$ cat config.mk
export PLATFORM = sky130hd
export DESIGN_NAME = host_port_strobe_handshake
export DESIGN_NICKNAME = d
export VERILOG_FILES = /design/src/common/host_port_pkg.sv /design/src/rtl/host_pin_sync.sv /design/src/rtl/host_port_strobe_handshake.sv
export SDC_FILE = /design/constraint.sdc
export NUM_CORES = 1
export LEC_CHECK = 0
export BUFFER_PORTS_ARGS = -buffer_cell sky130_fd_sc_hd__buf_2
export CORE_UTILIZATION = 56
export CTS_CLUSTER_SIZE = 40
export DETAILED_ROUTE_END_ITERATION = 8
export GPL_TIMING_DRIVEN = 0
export PLACE_DENSITY = 0.82
export SLEW_MARGIN = 20
export SYNTH_ARGS = -nofsm -noshare
export SYNTH_HDL_FRONTEND = slang
export SYNTH_SLANG_ARGS = --single-unit
export TNS_END_PERCENT = 1
$ cat constraint.sdc
create_clock -name clk_sys -period 3.45 [get_ports clk_sys]
set_clock_uncertainty 0.05 [all_clocks]
set_input_delay 0.1725 -clock clk_sys [delete_from_list [all_inputs] [get_ports clk_sys]]
set_output_delay 0.1725 -clock clk_sys [all_outputs]
set_load 0.01 [all_outputs]
$ cat src/common/host_port_pkg.sv
package host_port_pkg;

  localparam int DATA_W = 16;
  localparam int WORD_W = 32;

  // register-select decode
  localparam logic [1:0] SEL_CTRL = 2'h0;
  localparam logic [1:0] SEL_ADDR = 2'h1;
  localparam logic [1:0] SEL_DATA_INC = 2'h2;
  localparam logic [1:0] SEL_DATA_FIX = 2'h3;

  localparam logic RW_READ = 1'h1;
  localparam logic HW_FIRST = 1'h0;

  // control register fields, written with the first half-word
  localparam int CTRL_DUAL_BIT = 3;
  localparam int CTRL_READ_COMMAND_A_BIT = 4;
  localparam logic [DATA_W-1:0] CTRL_RESET = 16'h0000;
  localparam logic [DATA_W-1:0] CTRL_STORE_MASK = 16'hFFEF;

  localparam logic [WORD_W-1:0] ADDR_RESET = 32'h0000_0000;
  localparam logic [WORD_W-1:0] ADDR_STEP = 32'h0000_0004;

  // timing
  localparam int CLK_PERIOD_NS = 20;
  localparam int PERIPH_CLK_DIV = 6;
  localparam int STROBE_GAP_PERIODS = 2;
  localparam int ADDR_SETTLE_NS = 40;
  localparam int ADDR_SETTLE_CYCLES = (ADDR_SETTLE_NS + CLK_PERIOD_NS - 1) / CLK_PERIOD_NS;
  localparam int SETTLE_W = 4;
  localparam int SYNC_STAGES = 2;

  typedef enum logic [1:0] {
    ST_IDLE,
    ST_FALL,
    ST_HOLD,
    ST_RISE
  } port_state_t;

endpackage

$ cat src/rtl/host_pin_sync.sv
`timescale 1ns/1ps
`default_nettype none
module host_pin_sync #(
  parameter int DATA_W = 16
) (
  input wire logic clk_sys, // system clock
  input wire logic rst_n, // synchronous reset, active low
  input wire logic portSelectN, // chip select pin
  input wire logic dataStrobeAN, // data strobe a pin
  input wire logic dataStrobeBN, // data strobe b pin
  input wire logic [1:0] registerSelect, // register select pins
  input wire logic hostReadWrite, // direction pin, high reads
  input wire logic halfwordIdentifier, // half-word identifier pin
  input wire logic [DATA_W-1:0] hostDataIn, // host data bus input
  output logic csSyncN, // synchronised chip select
  output logic [1:0] selSync, // synchronised register select
  output logic rwSync, // synchronised direction
  output logic hwSync, // synchronised half-word identifier
  output logic [DATA_W-1:0] dataSync, // synchronised host data
  output logic strobeFall, // combined strobe went active
  output logic strobeRise // combined strobe went inactive
);

  localparam int PIN_W = DATA_W + 7;

  logic [PIN_W-1:0] stage1Reg;
  logic [PIN_W-1:0] stage2Reg;
  logic strobeNReg;
  logic strobeN;
  logic dsASync;
  logic dsBSync;

  // all pins share one latency so selects and data stay aligned with the strobe
  always_ff @(posedge clk_sys) begin
    if (!rst_n) begin
      stage1Reg <= '1;
      stage2Reg <= '1;
    end else begin
      stage1Reg <= {portSelectN, dataStrobeAN, dataStrobeBN, registerSelect, hostReadWrite,
                    halfwordIdentifier, hostDataIn};
      stage2Reg <= stage1Reg;
    end
  end

  assign csSyncN = stage2Reg[PIN_W-1];
  assign dsASync = stage2Reg[PIN_W-2];
  assign dsBSync = stage2Reg[PIN_W-3];
  assign selSync = stage2Reg[PIN_W-4:PIN_W-5];
  assign rwSync = stage2Reg[PIN_W-6];
  assign hwSync = stage2Reg[PIN_W-7];
  assign dataSync = stage2Reg[DATA_W-1:0];

  assign strobeN = ~(dsASync ^ dsBSync) | csSyncN;

  always_ff @(posedge clk_sys) begin
    if (!rst_n) begin
      strobeNReg <= 1'b1;
    end else begin
      strobeNReg <= strobeN;
    end
  end

  assign strobeFall = strobeNReg & ~strobeN;
  assign strobeRise = ~strobeNReg & strobeN;

endmodule // host_pin_sync
`default_nettype wire

$ cat src/rtl/host_port_strobe_handshake.sv
// Summary of operation
// - Combined strobe is active only when selected and exactly one data strobe low.
// - Register select, direction and half-word id captured when combined strobe falls.
// - Write data captured when the combined strobe rises.
// - Address writes stall when back-to-back, after read_command_a, or write FIFO not empty.
// - Data writes stall while write FIFO full or flushing; fixed-address second half also stalls after the rise.
// - Auto-increment data read stalls first half-word only when read FIFO empty.
// - Fixed-address data read stalls first half-word while the word is fetched.
// - Auto-increment read with data present keeps ready low on both halves.
// - Second half of fixed-address data read never stalls.
// - Control and address reads never stall.
// - Read data valid no later than ready goes low.
// - After write strobe rise: stall on FIFO full, address write while write FIFO not empty, fixed data second half.
// - Ready driven low whenever chip select is inactive.
// - Separate read and write address registers, shared or dual by control bit.
`timescale 1ns/1ps
`default_nettype none
module host_port_strobe_handshake #(
  parameter int DATA_W = host_port_pkg::DATA_W,
  parameter int WORD_W = host_port_pkg::WORD_W
) (
  input wire logic clk_sys, // system clock
  input wire logic rst_n, // synchronous reset, active low
  input wire logic portSelectN, // chip select pin
  input wire logic dataStrobeAN, // data strobe a pin
  input wire logic dataStrobeBN, // data strobe b pin
  input wire logic [1:0] registerSelect, // register select pins
  input wire logic hostReadWrite, // direction, high reads
  input wire logic halfwordIdentifier, // low on first half-word
  input wire logic [DATA_W-1:0] hostDataIn, // host data bus input
  output logic [DATA_W-1:0] hostDataOut, // host data bus output
  output logic hostDataOe, // host data bus drive enable
  output logic portReadyN, // ready pin, active low
  output logic memWrValid, // write word offered to write FIFO
  output logic [WORD_W-1:0] memWrAddr, // write word address
  output logic [WORD_W-1:0] memWrData, // write word
  input wire logic wrFifoFull, // write FIFO full
  input wire logic wrFifoFlushing, // write FIFO flushing
  input wire logic wrFifoEmpty, // write FIFO empty
  output logic memRdReq, // fixed-address fetch request
  output logic [WORD_W-1:0] memRdAddr, // read address
  input wire logic memRdAck, // fetch answered
  input wire logic [WORD_W-1:0] memRdData, // fetched word
  input wire logic rdFifoValid, // read FIFO has a word
  input wire logic [WORD_W-1:0] rdFifoData, // read FIFO head word
  output logic rdFifoPop, // read FIFO word consumed
  output logic prefetchReq, // read_command_a command pulse
  output logic dualAddrMode // separate read and write addresses
);

  logic csSyncN;
  logic [1:0] selSync;
  logic rwSync;
  logic hwSync;
  logic [DATA_W-1:0] dataSync;
  logic strobeFall;
  logic strobeRise;

  host_pin_sync #(
    .DATA_W(DATA_W)
  ) u_pin_sync (
    .clk_sys(clk_sys),
    .rst_n(rst_n),
    .portSelectN(portSelectN),
    .dataStrobeAN(dataStrobeAN),
    .dataStrobeBN(dataStrobeBN),
    .registerSelect(registerSelect),
    .hostReadWrite(hostReadWrite),
    .halfwordIdentifier(halfwordIdentifier),
    .hostDataIn(hostDataIn),
    .csSyncN(csSyncN),
    .selSync(selSync),
    .rwSync(rwSync),
    .hwSync(hwSync),
    .dataSync(dataSync),
    .strobeFall(strobeFall),
    .strobeRise(strobeRise)
  );

  host_port_pkg::port_state_t state_reg;
  host_port_pkg::port_state_t state_next;
  logic [1:0] sel_reg;
  logic rw_reg;
  logic hw_reg;
  logic [DATA_W-1:0] wrHalf_reg;
  logic [DATA_W-1:0] firstHalf_reg;
  logic [DATA_W-1:0] ctrl_reg;
  logic [WORD_W-1:0] writeAddr_reg;
  logic [WORD_W-1:0] readAddr_reg;
  logic [WORD_W-1:0] readWord_reg;
  logic [DATA_W-1:0] dataOut_reg;
  logic dataOe_reg;
  logic ready_n_reg;
  logic pushed_reg;
  logic read_command_a_reg;
  logic prefetchBusy_reg;
  logic [host_port_pkg::SETTLE_W-1:0] settle_reg;

  logic isRead;
  logic isFirst;
  logic isData;
  logic settleBusy;
  logic fallBlocked;
  logic riseDone;
  logic fallAct;
  logic commit;
  logic [DATA_W-1:0] readHalf;

  function automatic logic [DATA_W-1:0] halfOf(input logic [WORD_W-1:0] word, input logic first);
    halfOf = first ? word[DATA_W-1:0] : word[WORD_W-1:DATA_W];
  endfunction

  function automatic logic [WORD_W-1:0] setHalf(input logic [WORD_W-1:0] word, input logic first,
                                                input logic [DATA_W-1:0] half);
    setHalf = first ? {word[WORD_W-1:DATA_W], half} : {half, word[DATA_W-1:0]};
  endfunction

  // data registers share the upper select bit
  function automatic logic selIsData(input logic [1:0] sel);
    selIsData = (sel == host_port_pkg::SEL_DATA_INC) || (sel == host_port_pkg::SEL_DATA_FIX);
  endfunction

  assign isRead = (rw_reg == host_port_pkg::RW_READ);
  assign isFirst = (hw_reg == host_port_pkg::HW_FIRST);
  assign isData = selIsData(sel_reg);
  assign settleBusy = (settle_reg != '0);
  assign dualAddrMode = ctrl_reg[host_port_pkg::CTRL_DUAL_BIT];

  always_comb begin
    fallBlocked = 1'b0;
    if (!isRead) begin
      if (sel_reg == host_port_pkg::SEL_ADDR) begin
        fallBlocked = settleBusy || prefetchBusy_reg || !wrFifoEmpty;
      end else if (isData) begin
        fallBlocked = wrFifoFull || wrFifoFlushing;
      end
    // read FIFO decides first half only
    end else if (sel_reg == host_port_pkg::SEL_DATA_INC) begin
      fallBlocked = isFirst && !rdFifoValid;
    end else if (sel_reg == host_port_pkg::SEL_DATA_FIX) begin
      fallBlocked = isFirst && !memRdAck;
    end
  end

  // stall cases after the write strobe rises
  always_comb begin
    case (sel_reg)
      host_port_pkg::SEL_ADDR: riseDone = wrFifoEmpty;
      // push and finish in one cycle, so ready only rises on a full fifo
      host_port_pkg::SEL_DATA_INC: riseDone = isFirst ? !wrFifoFull : (pushed_reg || memWrValid);
      host_port_pkg::SEL_DATA_FIX: riseDone = isFirst ? !wrFifoFull : (pushed_reg && wrFifoEmpty);
      default: riseDone = 1'b1;
    endcase
  end

  assign fallAct = (state_reg == host_port_pkg::ST_FALL) && !fallBlocked && !strobeRise;
  assign commit = (state_reg == host_port_pkg::ST_RISE) && riseDone;
  assign memRdReq = (state_reg == host_port_pkg::ST_FALL) && isRead && isFirst &&
                    (sel_reg == host_port_pkg::SEL_DATA_FIX);
  assign rdFifoPop = fallAct && isRead && isFirst && (sel_reg == host_port_pkg::SEL_DATA_INC);
  assign memWrValid = (state_reg == host_port_pkg::ST_RISE) && isData && !isFirst &&
                      !pushed_reg && !wrFifoFull;

  always_comb begin
    case (sel_reg)
      host_port_pkg::SEL_CTRL: readHalf = isFirst ? ctrl_reg : '0;
      host_port_pkg::SEL_ADDR: readHalf = halfOf(readAddr_reg, isFirst);
      host_port_pkg::SEL_DATA_INC: readHalf = isFirst ? halfOf(rdFifoData, 1'b1) : halfOf(readWord_reg, 1'b0);
      default: readHalf = isFirst ? halfOf(memRdData, 1'b1) : halfOf(readWord_reg, 1'b0);
    endcase
  end

  always_comb begin
    state_next = state_reg;
    case (state_reg)
      host_port_pkg::ST_IDLE: if (strobeFall) state_next = host_port_pkg::ST_FALL;
      host_port_pkg::ST_FALL: begin
        // host broke the handshake: drop the access
        if (strobeRise) state_next = host_port_pkg::ST_IDLE;
        else if (!fallBlocked) state_next = host_port_pkg::ST_HOLD;
      end
      host_port_pkg::ST_HOLD: begin
        if (strobeRise) state_next = isRead ? host_port_pkg::ST_IDLE : host_port_pkg::ST_RISE;
      end
      host_port_pkg::ST_RISE: if (riseDone) state_next = host_port_pkg::ST_IDLE;
      default: state_next = host_port_pkg::ST_IDLE;
    endcase
  end

  always_ff @(posedge clk_sys) begin
    if (!rst_n) state_reg <= host_port_pkg::ST_IDLE;
    else state_reg <= state_next;
  end

  // selects captured at the falling strobe
  always_ff @(posedge clk_sys) begin
    if (!rst_n) begin
      sel_reg <= host_port_pkg::SEL_CTRL;
      rw_reg <= host_port_pkg::RW_READ;
      hw_reg <= host_port_pkg::HW_FIRST;
    end else if (strobeFall && state_reg == host_port_pkg::ST_IDLE) begin
      sel_reg <= selSync;
      rw_reg <= rwSync;
      hw_reg <= hwSync;
    end
  end

  // write data taken at the rising strobe
  always_ff @(posedge clk_sys) begin
    if (!rst_n) wrHalf_reg <= '0;
    else if (strobeRise && state_reg == host_port_pkg::ST_HOLD && !isRead) wrHalf_reg <= dataSync;
  end

  always_ff @(posedge clk_sys) begin
    if (!rst_n) ready_n_reg <= 1'b0;
    else if (csSyncN) ready_n_reg <= 1'b0;
    // ready stays low unless a stall case holds
    else ready_n_reg <= ((state_reg == host_port_pkg::ST_FALL) && fallBlocked && !strobeRise) ||
                        ((state_reg == host_port_pkg::ST_RISE) && !riseDone);
  end
  assign portReadyN = ready_n_reg;

  // data loads on the same edge that releases ready
  always_ff @(posedge clk_sys) begin
    if (!rst_n) dataOut_reg <= '0;
    else if (fallAct && isRead) dataOut_reg <= readHalf;
  end
  assign hostDataOut = dataOut_reg;

  always_ff @(posedge clk_sys) begin
    if (!rst_n) dataOe_reg <= 1'b0;
    else if (strobeRise || csSyncN) dataOe_reg <= 1'b0;
    else if (fallAct && isRead) dataOe_reg <= 1'b1;
  end
  assign hostDataOe = dataOe_reg;

  always_ff @(posedge clk_sys) begin
    if (!rst_n) readWord_reg <= '0;
    else if (fallAct && isRead && isFirst && sel_reg == host_port_pkg::SEL_DATA_INC) readWord_reg <= rdFifoData;
    else if (fallAct && isRead && isFirst && sel_reg == host_port_pkg::SEL_DATA_FIX) readWord_reg <= memRdData;
  end

  always_ff @(posedge clk_sys) begin
    if (!rst_n) firstHalf_reg <= '0;
    else if (commit && isData && isFirst) firstHalf_reg <= wrHalf_reg;
  end

  // word held in flops while the write FIFO accepts it
  always_ff @(posedge clk_sys) begin
    if (!rst_n) begin
      memWrData <= '0;
      memWrAddr <= ADDR_ZERO();
    end else if (state_reg == host_port_pkg::ST_HOLD && strobeRise && isData && !isFirst) begin
      memWrData <= {dataSync, firstHalf_reg};
      memWrAddr <= writeAddr_reg;
    end
  end

  function automatic logic [WORD_W-1:0] ADDR_ZERO();
    ADDR_ZERO = host_port_pkg::ADDR_RESET;
  endfunction

  always_ff @(posedge clk_sys) begin
    if (!rst_n) pushed_reg <= 1'b0;
    else if (state_reg == host_port_pkg::ST_IDLE) pushed_reg <= 1'b0;
    else if (memWrValid) pushed_reg <= 1'b1;
  end

  always_ff @(posedge clk_sys) begin
    if (!rst_n) ctrl_reg <= host_port_pkg::CTRL_RESET;
    else if (commit && sel_reg == host_port_pkg::SEL_CTRL && isFirst)
      ctrl_reg <= wrHalf_reg & host_port_pkg::CTRL_STORE_MASK;
  end

  // read_command_a bit acts as a command and is never stored
  always_ff @(posedge clk_sys) begin
    if (!rst_n) read_command_a_reg <= 1'b0;
    else read_command_a_reg <= commit && sel_reg == host_port_pkg::SEL_CTRL && isFirst &&
                         wrHalf_reg[host_port_pkg::CTRL_READ_COMMAND_A_BIT];
  end
  assign prefetchReq = read_command_a_reg;

  // set wins over the clear
  always_ff @(posedge clk_sys) begin
    if (!rst_n) prefetchBusy_reg <= 1'b0;
    else if (read_command_a_reg) prefetchBusy_reg <= 1'b1;
    else if (rdFifoValid) prefetchBusy_reg <= 1'b0;
  end

  always_ff @(posedge clk_sys) begin
    if (!rst_n) settle_reg <= '0;
    else if (commit && sel_reg == host_port_pkg::SEL_ADDR)
      settle_reg <= host_port_pkg::SETTLE_W'(host_port_pkg::ADDR_SETTLE_CYCLES);
    else if (settleBusy) settle_reg <= settle_reg - 1'b1;
  end

  // write address, shared with reads in single mode
  always_ff @(posedge clk_sys) begin
    if (!rst_n) writeAddr_reg <= host_port_pkg::ADDR_RESET;
    else if (commit && sel_reg == host_port_pkg::SEL_ADDR)
      writeAddr_reg <= setHalf(writeAddr_reg, isFirst, wrHalf_reg);
    else if (commit && sel_reg == host_port_pkg::SEL_DATA_INC && !isFirst)
      writeAddr_reg <= writeAddr_reg + host_port_pkg::ADDR_STEP;
    else if (!dualAddrMode && fallAct && isRead && !isFirst && sel_reg == host_port_pkg::SEL_DATA_INC)
      writeAddr_reg <= writeAddr_reg + host_port_pkg::ADDR_STEP;
  end

  // read address, follows writes unless dual mode
  always_ff @(posedge clk_sys) begin
    if (!rst_n) readAddr_reg <= host_port_pkg::ADDR_RESET;
    else if (commit && sel_reg == host_port_pkg::SEL_ADDR && !dualAddrMode)
      readAddr_reg <= setHalf(readAddr_reg, isFirst, wrHalf_reg);
    else if (!dualAddrMode && commit && sel_reg == host_port_pkg::SEL_DATA_INC && !isFirst)
      readAddr_reg <= readAddr_reg + host_port_pkg::ADDR_STEP;
    else if (fallAct && isRead && !isFirst && sel_reg == host_port_pkg::SEL_DATA_INC)
      readAddr_reg <= readAddr_reg + host_port_pkg::ADDR_STEP;
  end
  assign memRdAddr = readAddr_reg;

endmodule // host_port_strobe_handshake
`default_nettype wire

==> flow_metrics.py, run 1 <==
metrics = {
    "outcome": {
        "outcome": "finished, final reports clean",
    },
    "setup_path": {
        "max_stage_delay_ns": 0.56,
        "worst_path_max_delay_cell": "nor4b_1",
        "critical_path_required_ns": 3.23,
        "most_prevalent_standard_cell_on_the_critical_path": "buf_2",
        "critical_path.n_buffers_inverters": 4,
        "setup.worst_path.start_class": "register",
        "critPathMaxFanout": 19,
        "crit-reg2reg-launch": "state_reg[0]",
        "crit_path_end_kind": "primary output",
        "critical_path_cell_by_cell": "buf_2 > buf_2 > buf_2 > nand2_1 > nor4b_1 > buf_2",
        "worstSetupPathType": "register to primary output",
        "cpLargestDelayFamily": "buffers and inverters",
        "critPathLaunch": "sel_reg[0]",
        "arrival_ns": 2.92,
    },
    "global_routing": {
        "grt_antenna_before_repair": 0,
        "overall_overflow_remaining_after_global_route": 0,
        "grt_first_pass_wirelength_um": 69300,
        "pin_count_of_the_biggest_net_entering_global_routing": 20,
        "groute.usage.overall_pct": 40.9,
        "grt_pass1_vias": 12309,
    },
    "cts": {
        "cts_root_buf": "clkbuf_16",
        "cts.repair.resized": 0,
        "tritoncts": "done",
        "cts_made_buffers": 28,
        "cts_htree_levels": 1,
        "cts.reportedPaths.clkPinSlew_ns": 0.06,
        "cts_num_sinks": 269,
        "clkLatencyLatePin_ns": 0.58,
        "clock_tree_buf_depth": 3,
    },
    "pwr": {
        "power_leakage_nw": 5.52,
        "power.sequential.fraction_pct": 49.7,
        "comb_power_share_pct": 4.9,
        "worst_ir_drop_vdd_mv": 0.410,
        "p_per_area_nw_per_um2": 425,
        "power.clock.fraction_pct": 45.4,
        "power.net_switching_w": 0.00148,
        "cellInternalPower_w": 0.00485,
        "swShare_pct": 23.3,
    },
    "final_layout": {
        "areaGrowthSynthToFinish_pct": 22.9,
        "number_of_nets_in_the_final_layout": 1888,
        "post_route_cells_drive_above_1_share_pct": 17.0,
    },
    "logic_synthesis": {
        "ys_seq_elements": 269,
        "synth_top_cells_by_area": "dfxtp_1, nand2_1, a21oi_1",
        "post_synth_edffs": 0,
        "syn_inst": 1500,
        "syn_avg_cell_area_sq_um": 8.09,
        "yosysWarningCount": 0,
        "yosysTopAreaCell": "dfxtp_1",
        "synth_largest_type_area_fraction_pct": 44.4,
        "synth_top_flop_cell": "dfxtp_1",
        "sequential_cell_area_fraction_in_the_yosys_report_pct": 44.4,
        "synth_nets": 1596,
        "synth_cell_types": 79,
        "asyncSetResetFlopFracSynth_pct": 0,
        "synth_area_sq_um": 12100,
    },
    "drt": {
        "dr.pass1.iters": 6,
        "drtAntennaViolNets": 0,
        "detail_route.iter0.violations": 1469,
        "wl_um": 46200,
        "routed-via-count": 13027,
        "route.detailed.drc": 0,
        "wl_per_cell_um": 22.2,
        "vias_per_cell": 6.25,
    },
    "sta": {
        "finalSetupViolations": 0,
        "final.setup.worst_slack_ns": 0.304,
        "period_minus_slack_ns": 3.15,
        "unrepaired_setup_endpoints_after_global_routing": "no",
        "max_clock_freq_mhz": 318,
        "slew_violations": 0,
        "worst_slew_pin_slew_ns": 1.13,
        "final_min_period_over_clock_period_pct": 91.2,
        "timing.final.hold_violations": 0,
        "final.setup.tns_ns": 0,
        "timing.max_slew.rel_slack_pct": 23.7,
    },
    "place": {
        "io_buffer_count": 212,
        "routabilityCongestion": 1.04,
        "dp_worst_setup_slack_ns": 0.534,
        "detailedPlacementHpwl_um": 31800,
    },
    "floorplan": {
        "die-width_um": 149,
        "die_h_um": 149,
        "placementRows": 53,
        "area_enclosed_by_the_die_boundary_sq_um": 22300,
        "core_area_sq_um": 21200,
        "start_util_pct": 57.4,
        "num_io_pins": 213,
    },
    "min_path": {
        "holdCritStartpoint": "memRdData[18]",
        "kind_of_path_behind_the_tightest_hold_check": "input port to register",
    },
    "flow_run": {
        "cap_violations": 0,
    },
}
## per-layer routing
| metal | track usage [%] | up-vias | part of all wire [%] |
|---|---|---|---|
| li1 | - | 5861 | - |
| met1 | 52.5 | 6123 | 39 |
| met2 | 64.5 | 882 | 44 |
| met3 | 9.17 | 161 | 11 |
| met4 | 20.4 | 0 | 5.0 |
| met5 | 0 | - | 0 |
## logic make-up after synthesis
group	Yosys count	synth area share (%)
multiplexers	66	5.66
XOR/XNOR	14	1.01
AO/OA/AOI/OAI	394	19.9
adder cells (fa/ha/maj)	2	0.206
AND/OR/NAND/NOR	628	24.5
buffers and inverters	127	4.38
flip-flops	269	44.4
## path summary, 6_finish.rpt
path                               to  slack [ns]  depth (start not counted)
max                          memRdReq        0.30                          6
min                  readWord_reg[18]       0.007                          3
min reg2reg  u_pin_sync.stage2Reg[22]        0.36                          1
max reg2reg             memRdAddr[14]        0.34                          8
## what timing repair did
action	in CTS	in global routing
buffers inserted	0	0
endpoints found under the setup margin	1	0
endpoints found under the hold margin	38	0
hold buffers	51	0
## cell usage after synthesis (3+ instances only)
library cell and number:
nor4b_1 3, a21oi_1 191, o31ai_1 13, nand4_1 17, and3_1 17, and4_1 8
buf_4 3, o211ai_1 12, a31oi_1 13, a22oi_1 9, a32oi_1 6, or4_1 3
inv_1 12, nand3b_1 5, xor2_1 3, nand2b_1 53, mux2i_1 63, a21o_1 9
xnor2_1 11, o21a_1 6, or3_1 4, nor3_1 21, a221oi_1 4, o21ai_0 33
and2_1 12, o22ai_1 4, nand3_1 40, nor4_1 15, nor2_1 127, o32ai_1 4
dfxtp_1 269, a211oi_1 54, nand2_1 275, buf_2 28, nor3_2 3, clkbuf_1 79
o21ai_1 13, nor3b_1 6
## cell usage in the layout, fill, tap and decap left out, types with 4 or more instances in the layout
master         count
nand2_1          275
dfxtp_1          269
buf_2            240
a21oi_1          191
nor2_1           127
clkbuf_1          84
mux2i_1           63
a211oi_1          54
nand2b_1          53
dlygate4sd3_1     51
nand3_1           40
o21ai_0           33
clkbuf_16         28
nor3_1            21
nand4_1           17
and3_1            17
nor4_1            14
o21ai_1           13
a31oi_1           13
o31ai_1           13
inv_1             12
and2_1            12
o211ai_1          12
xnor2_1           11
a21o_1             9
a22oi_1            9
and4_1             8
nor3b_1            6
a32oi_1            6
o21a_1             6
nand3b_1           5
clkbuf_8           5
or3_1              4
o32ai_1            4
o22ai_1            4
a221oi_1           4
## stage by stage
step / instances / utilization [%] / cell area [sq um] / power (W) / hold WS, ns
6_report: 2083 / 70.5 / 14900 / 0.00633 / 0.00656
5_1_grt: 2082 / 70.5 / 14900 / 0.00648 / 0.0269
4_1_cts: 2082 / 70.5 / 14900 / 0.00630 / 0.00310
3_5_place_dp: 1987 / 64.0 / 13500 / 0.00346 / 0.305
3_3_place_gp: 1987 / 64.0 / 13500 / 0.00345 / 0.301
2_1_floorplan: 1500 / - / 12100 / 0.00333 / 0.224
## worst reg2reg max path: cells and delay by family (launching register included)
kind | cells | cell delay [ns]
buffers and inverters | 3 | 1.19
and+or+nand+nor | 3 | 0.89
AOI/OAI and AO/OA | 2 | 0.44
DFF | 1 | 0.41
## power groups by stage
stage                     Combinational (W)  Clock [W]  Sequential [W]
final                              0.000309    0.00288         0.00314
after CTS                          0.000292    0.00287         0.00314
after global routing               0.000324    0.00301         0.00314
after floorplan                    0.000122          0         0.00321
after detailed placement           0.000244          0         0.00321
after global placement             0.000242          0         0.00321
## area by class of cell
class / instances / area [sq um]
Timing Repair Buffer: 263 / 1570
Clock buffer: 38 / 788
Multi-Input combinational cell: 1104 / 6220
Sequential cell: 269 / 5390
Antenna cell: 1 / 2.50
Buffer: 113 / 479
Clock inverter: 7 / 70.1
Tap cell: 275 / 344
Fill cell: 1720 / 6240
Inverter: 13 / 48.8
Note: power is estimated with default switching activity, not from simulation.
==> run 2, diff against run 1 <==
Settings changed: SYNTH_HIERARCHICAL set to 1.
==> flow_metrics.py, run 2 <==
metrics = {
    "floorplan": {
        "die-width_um": 149,
        "core_area_sq_um": 21200,
        "start_util_pct": 57.4,
        "die_h_um": 149,
        "placementRows": 53,
        "area_enclosed_by_the_die_boundary_sq_um": 22300,
        "num_io_pins": 213,
    },
    "final_layout": {
        "mostFrequentLayoutCell": "nand2_1",
        "post_route_cells_drive_above_1_share_pct": 17.9,
        "areaGrowthSynthToFinish_pct": 26.4,
        "layout.core_utilization_pct": 72.5,
        "layout_common_cells": "nand2_1, dfxtp_1, buf_2, a21oi_1, nor2_1",
        "number_of_nets_in_the_final_layout": 1924,
        "fillers": 1615,
    },
    "logic_synthesis": {
        "syn_inst": 1507,
        "syn_avg_cell_area_sq_um": 8.06,
        "synth_cell_types": 76,
        "synth_top_flop_cell": "dfxtp_1",
        "yosysTopAreaCell": "dfxtp_1",
        "asyncSetResetFlopFracSynth_pct": 0,
        "yosys.cell_count.top_type": "nand2_1",
        "yosysWarningCount": 6,
        "synth_top_cells_by_area": "dfxtp_1, nand2_1, a21oi_1",
        "ys_seq_elements": 269,
        "post_synth_edffs": 0,
        "synth_nets": 1603,
        "sequential_cell_area_fraction_in_the_yosys_report_pct": 44.4,
        "synth_largest_type_area_fraction_pct": 44.4,
        "ranking_of_synthesized_cells_by_instance_count": "nand2_1, dfxtp_1, a21oi_1, nor2_1, clkbuf_1",
        "synth_area_sq_um": 12100,
    },
    "cts": {
        "clock_tree_buf_depth": 3,
        "clkLatencyLatePin_ns": 0.56,
        "post_cts.repair.setup_buffers": 0,
        "cts_root_buf": "clkbuf_16",
        "tritoncts": "done",
        "cts_num_sinks": 269,
        "cts_made_buffers": 27,
        "cts_htree_levels": 1,
        "cts.reportedPaths.clkPinSlew_ns": 0.07,
    },
    "drt": {
        "wl_um": 45500,
        "wl_per_cell_um": 21.4,
        "route.detailed.drc": 0,
        "detail_route.iter0.violations": 1573,
        "vias_per_cell": 6.25,
        "dr.pass1.iters": 6,
        "routed-via-count": 13281,
        "drtAntennaViolNets": 0,
    },
    "pwr": {
        "power.net_switching_w": 0.00151,
        "worst_ir_drop_vdd_mv": 0.411,
        "power_leakage_nw": 5.78,
        "swShare_pct": 22.5,
        "power.sequential.fraction_pct": 47.0,
        "p_per_area_nw_per_um2": 438,
        "power.clock.fraction_pct": 47.7,
        "comb_power_share_pct": 5.4,
        "cellInternalPower_w": 0.00521,
    },
    "sta": {
        "unrepaired_setup_endpoints_after_global_routing": "no",
        "period_minus_slack_ns": 3.18,
        "finalSetupViolations": 0,
        "max_clock_freq_mhz": 314,
        "slew_violations": 0,
        "final.setup.worst_slack_ns": 0.270,
        "timing.final.hold_violations": 0,
        "worst_slew_pin_slew_ns": 1.14,
        "final_min_period_over_clock_period_pct": 92.2,
        "timing.max_slew.rel_slack_pct": 23.9,
        "final.setup.tns_ns": 0,
        "timing.hold.ws_ns": 0.0837,
    },
    "global_routing": {
        "overall_overflow_remaining_after_global_route": 0,
        "grt_antenna_before_repair": 4,
        "groute.usage.overall_pct": 40.1,
        "grt_first_pass_wirelength_um": 68500,
        "grt_pass1_vias": 12463,
        "pin_count_of_the_biggest_net_entering_global_routing": 15,
    },
    "setup_path": {
        "setup.worst_path.start_class": "register",
        "critical_path.n_buffers_inverters": 4,
        "critical_path_cell_by_cell": "xor2_2 > a21oi_1 > clkbuf_1 > nand4bb_1 > a21o_1 > clkbuf_1 > clkbuf_2 > nor3_1 > buf_2",
        "max_stage_delay_ns": 0.42,
        "worst_path_max_delay_cell": "clkbuf_1",
        "arrival_ns": 2.96,
        "crit_path_end_kind": "primary output",
        "critPathMaxFanout": 10,
        "cpLargestDelayFamily": "buffers and inverters",
        "critical_path_required_ns": 3.23,
        "worstSetupPathType": "register to primary output",
        "most_prevalent_standard_cell_on_the_critical_path": "clkbuf_1",
        "timing.reg2reg.setup_slack_ns": 0.31,
    },
    "place": {
        "dp_worst_setup_slack_ns": 0.293,
        "io_buffer_count": 211,
        "routabilityCongestion": 0.989,
        "detailedPlacementHpwl_um": 29800,
    },
    "flow_run": {
        "cap_violations": 0,
    },
    "min_path": {
        "kind_of_path_behind_the_tightest_hold_check": "input port to register",
    },
    "outcome": {
        "outcome": "finished, final reports clean",
    },
}
run 2: worst reg2reg max path, stage by stage (launching register included):
cell       delay, ns
dfxtp_1         0.36
xor2_2          0.27
a21oi_1         0.11
clkbuf_1        0.20
nand4bb_1       0.37
a21o_1          0.23
clkbuf_1        0.25
nor2_1          0.33
clkbuf_1        0.48
nor2_1          0.09
a211oi_1        0.30
run 2: logic make-up after synthesis:
| logic type | count (synthesis) | synth area share (%) |
|---|---|---|
| fa+ha+maj | 2 | 0.206 |
| flops | 269 | 44.4 |
| compound gates | 380 | 19.2 |
| xor+xnor | 8 | 0.577 |
| mux | 68 | 5.82 |
| simple gates | 629 | 24.0 |
| buf+inv | 151 | 5.89 |
run 2: routing by layer:
metal,track usage (%),wire length (um),up-vias
met3,10.6,5380,217
li1,-,-,5958
met1,49.2,16900,6207
met5,0,0,-
met4,20.6,2580,0
met2,64.7,20600,899
run 2: power by group through the flow:
stage | sequential [W] | combinational [W] | clock, W
after global placement | 0.00322 | 0.000258 | 0
after floorplan | 0.00322 | 0.000144 | 0
after CTS | 0.00315 | 0.000337 | 0.00318
after global routing | 0.00316 | 0.000377 | 0.00333
after detailed placement | 0.00322 | 0.000262 | 0
final | 0.00316 | 0.000360 | 0.00320
run 2: what timing repair did:
item / CTS / global route
resized for setup: 0 / 5
setup endpoints to repair: 0 / 7
hold endpoints to repair: 64 / 0
hold buffers: 81 / 0
run 2: final cells by class:
cell class | instances | area, sq um | share of cell area (%)
multi-input cells | 1087 | 6050 | 39.5
clock buffers | 34 | 742 | 4.84
inverters | 16 | 60.1 | 0.391
diodes | 3 | 7.51 | 0.0489
plain buffers | 135 | 657 | 4.28
flip-flops and latches | 269 | 5390 | 35.1
repair buffers | 292 | 1870 | 12.2
clock inverters | 15 | 226 | 1.48
well taps | 275 | 344 | 2.24
run 2: worst paths after layout:
check             cells past startpoint                     start                  endpoint
setup reg to reg                     10  u_pin_sync/stage2Reg[21]          readWord_reg[28]
setup / recovery                      9  u_pin_sync/stage2Reg[20]                 rdFifoPop
hold reg to reg                       1  u_pin_sync/stage1Reg[21]  u_pin_sync/stage2Reg[21]
hold / removal                        5             rdFifoData[7]            hostDataOut[7]
run 2: metrics by stage:
| step | std cells | cell area, sq um | power [W] |
|---|---|---|---|
| final | 2126 | 15300 | 0.00672 |
| after global routing | 2124 | 15300 | 0.00687 |
| after CTS | 2123 | 15300 | 0.00668 |
| after detailed placement | 1993 | 13500 | 0.00349 |
| after global placement | 1993 | 13500 | 0.00348 |
| after floorplan | 1507 | 12100 | 0.00336 |
==> run 3, diff against run 2 <==
Settings changed: CTS_BUF_LIST set to sky130_fd_sc_hd__clkbuf_4.
==> flow_metrics.py, run 3 (synthesis gave the netlist of run 2 again) <==
metrics = {
    "min_path": {
        "kind_of_path_behind_the_tightest_hold_check": "input port to register",
        "min_to": "hostDataOut[1]",
        "holdCritStartpoint": "rdFifoData[1]",
        "worst_hold_path.num_cells": 5,
    },
    "setup_path": {
        "most_prevalent_standard_cell_on_the_critical_path": "clkbuf_1",
        "arrival_ns": 3.07,
        "critPathMaxFanout": 10,
        "worst_path_max_delay_cell": "nand4bb_1",
        "critical_path_required_ns": 3.23,
        "r2r-end": "readWord_reg[18]",
        "reg2reg_depth": 9,
        "setup.worst_path.start_class": "register",
        "crit_path_end_kind": "primary output",
        "critical_path_cell_by_cell": "xor2_1 > a21oi_1 > clkbuf_1 > nand4bb_1 > a21o_2 > clkbuf_1 > nor3_1 > buf_2",
        "worstSetupPathType": "register to primary output",
        "timing.reg2reg.setup_slack_ns": 0.22,
        "critPathLaunch": "u_pin_sync/stage2Reg[20]",
        "max_stage_delay_ns": 0.38,
        "crit-reg2reg-launch": "u_pin_sync/stage2Reg[20]",
    },
    "cts": {
        "cts_root_buf": "clkbuf_4",
        "cts_htree_levels": 3,
        "clock_tree_buf_depth": 3,
        "cts_made_buffers": 69,
        "clkLatencyLatePin_ns": 0.70,
        "cts.reportedPaths.clkPinSlew_ns": 0.07,
        "cts_num_sinks": 269,
        "tritoncts": "done",
        "post_cts.repair.setup_buffers": 0,
    },
    "sta": {
        "timing.final.hold_violations": 0,
        "slew_violations": 0,
        "period_minus_slack_ns": 3.29,
        "timing.hold.ws_ns": 0.0362,
        "final_min_period_over_clock_period_pct": 95.4,
        "unrepaired_setup_endpoints_after_global_routing": "no",
        "timing.max_slew.rel_slack_pct": 22.2,
        "finalSetupViolations": 0,
        "max_clock_freq_mhz": 304,
        "final.setup.tns_ns": 0,
        "worst_slew_pin_slew_ns": 1.16,
    },
    "floorplan": {
        "start_util_pct": 57.4,
        "placementRows": 53,
        "area_enclosed_by_the_die_boundary_sq_um": 22300,
        "die-width_um": 149,
        "num_io_pins": 213,
        "die_h_um": 149,
        "core_area_sq_um": 21200,
    },
    "pwr": {
        "power_leakage_nw": 5.85,
        "p_per_area_nw_per_um2": 408,
        "worst_ir_drop_vdd_mv": 0.354,
    },
    "place": {
        "routabilityCongestion": 0.989,
        "detailedPlacementHpwl_um": 29800,
        "io_buffer_count": 211,
    },
    "global_routing": {
        "grt_pass1_vias": 13002,
        "grt_antenna_before_repair": 4,
        "groute.usage.overall_pct": 41.3,
        "pin_count_of_the_biggest_net_entering_global_routing": 12,
        "grt_first_pass_wirelength_um": 70000,
        "overall_overflow_remaining_after_global_route": 0,
    },
    "drt": {
        "drtAntennaViolNets": 0,
        "vias_per_cell": 6.20,
        "dr.pass1.iters": 8,
        "wl_per_cell_um": 20.9,
        "routed-via-count": 13660,
        "route.detailed.drc": 0,
        "detail_route.iter0.violations": 1570,
        "wl_um": 46000,
    },
    "final_layout": {
        "fillers": 1635,
        "post_route_cells_drive_above_1_share_pct": 20.1,
        "number_of_nets_in_the_final_layout": 1977,
        "mostFrequentLayoutCell": "nand2_1",
        "areaGrowthSynthToFinish_pct": 26.3,
        "layout_common_cells": "nand2_1, dfxtp_1, buf_2, a21oi_1, nor2_1",
    },
    "flow_run": {
        "cap_violations": 0,
    },
    "outcome": {
        "outcome": "finished, final reports clean",
    },
}
[run 3: metal layers]
layer  share of wire (%)  wire [um]  track usage (%)  vias up
met2                  45      20800             65.0      990
met5               0.026         12                0        -
li1                    -          -                -     6090
met3                  12       5740             12.0      246
met4                 5.6       2570             24.3        2
met1                  37      16800             50.1     6332
[run 3: how the worst max path moves through the flow]
stage               endpoint  slack, ns  cells after the start
2_1_floorplan   memRdAddr[8]       1.08                     11
3_3_place_gp   memRdAddr[15]       0.37                     10
3_5_place_dp   memRdAddr[15]       0.29                     10
4_1_cts            rdFifoPop       0.07                      9
5_1_grt            rdFifoPop       0.04                      8
6_report           rdFifoPop       0.16                      8
[run 3: area by class of cell]
type                       instances  area (sq um)  share of cell area (%)
inverter                          16          60.1                   0.392
multi-input combinational       1087          6050                    39.4
timing repair buffer             304          1990                    13.0
tap                              275           344                    2.24
clock inverter                    18           119                   0.775
buffer                           134           652                    4.25
sequential                       269          5390                    35.1
clock buffer                      97           728                    4.75
antenna                            4          10.0                  0.0653
[run 3: critical path: cells and delay by family (launching register included)]
kind / cells / cell delay, ns
xor+xnor: 1 / 0.30
compound gates: 2 / 0.49
buf+inv: 3 / 0.65
flops: 1 / 0.35
simple gates: 2 / 0.57
[run 3: timing repair]
item / 4_1_cts / 5_1_grt
hold buffers: 93 / 0
gates resized for setup: 0 / 3
setup endpoints to repair: 0 / 7
hold endpoints to repair: 71 / 0
[run 3: power breakdown]
group | switching, W | internal (W)
combinational | 0.000193 | 0.000178
sequential | 0.0000200 | 0.00314
clock | 0.00135 | 0.00138
[run 3: through the flow]
step                total power [W]  cells  setup slack (ns)  cell area [sq um]  utilization [%]
CTS                         0.00621   2201            0.0738              15300             72.4
finish                      0.00625   2204             0.158              15300             72.5
detailed placement          0.00349   1993             0.293              13500             64.0
floorplan                   0.00336   1507              1.08              12100                -
global placement            0.00348   1993             0.367              13500             64.0
global route                0.00647   2202            0.0396              15300             72.5
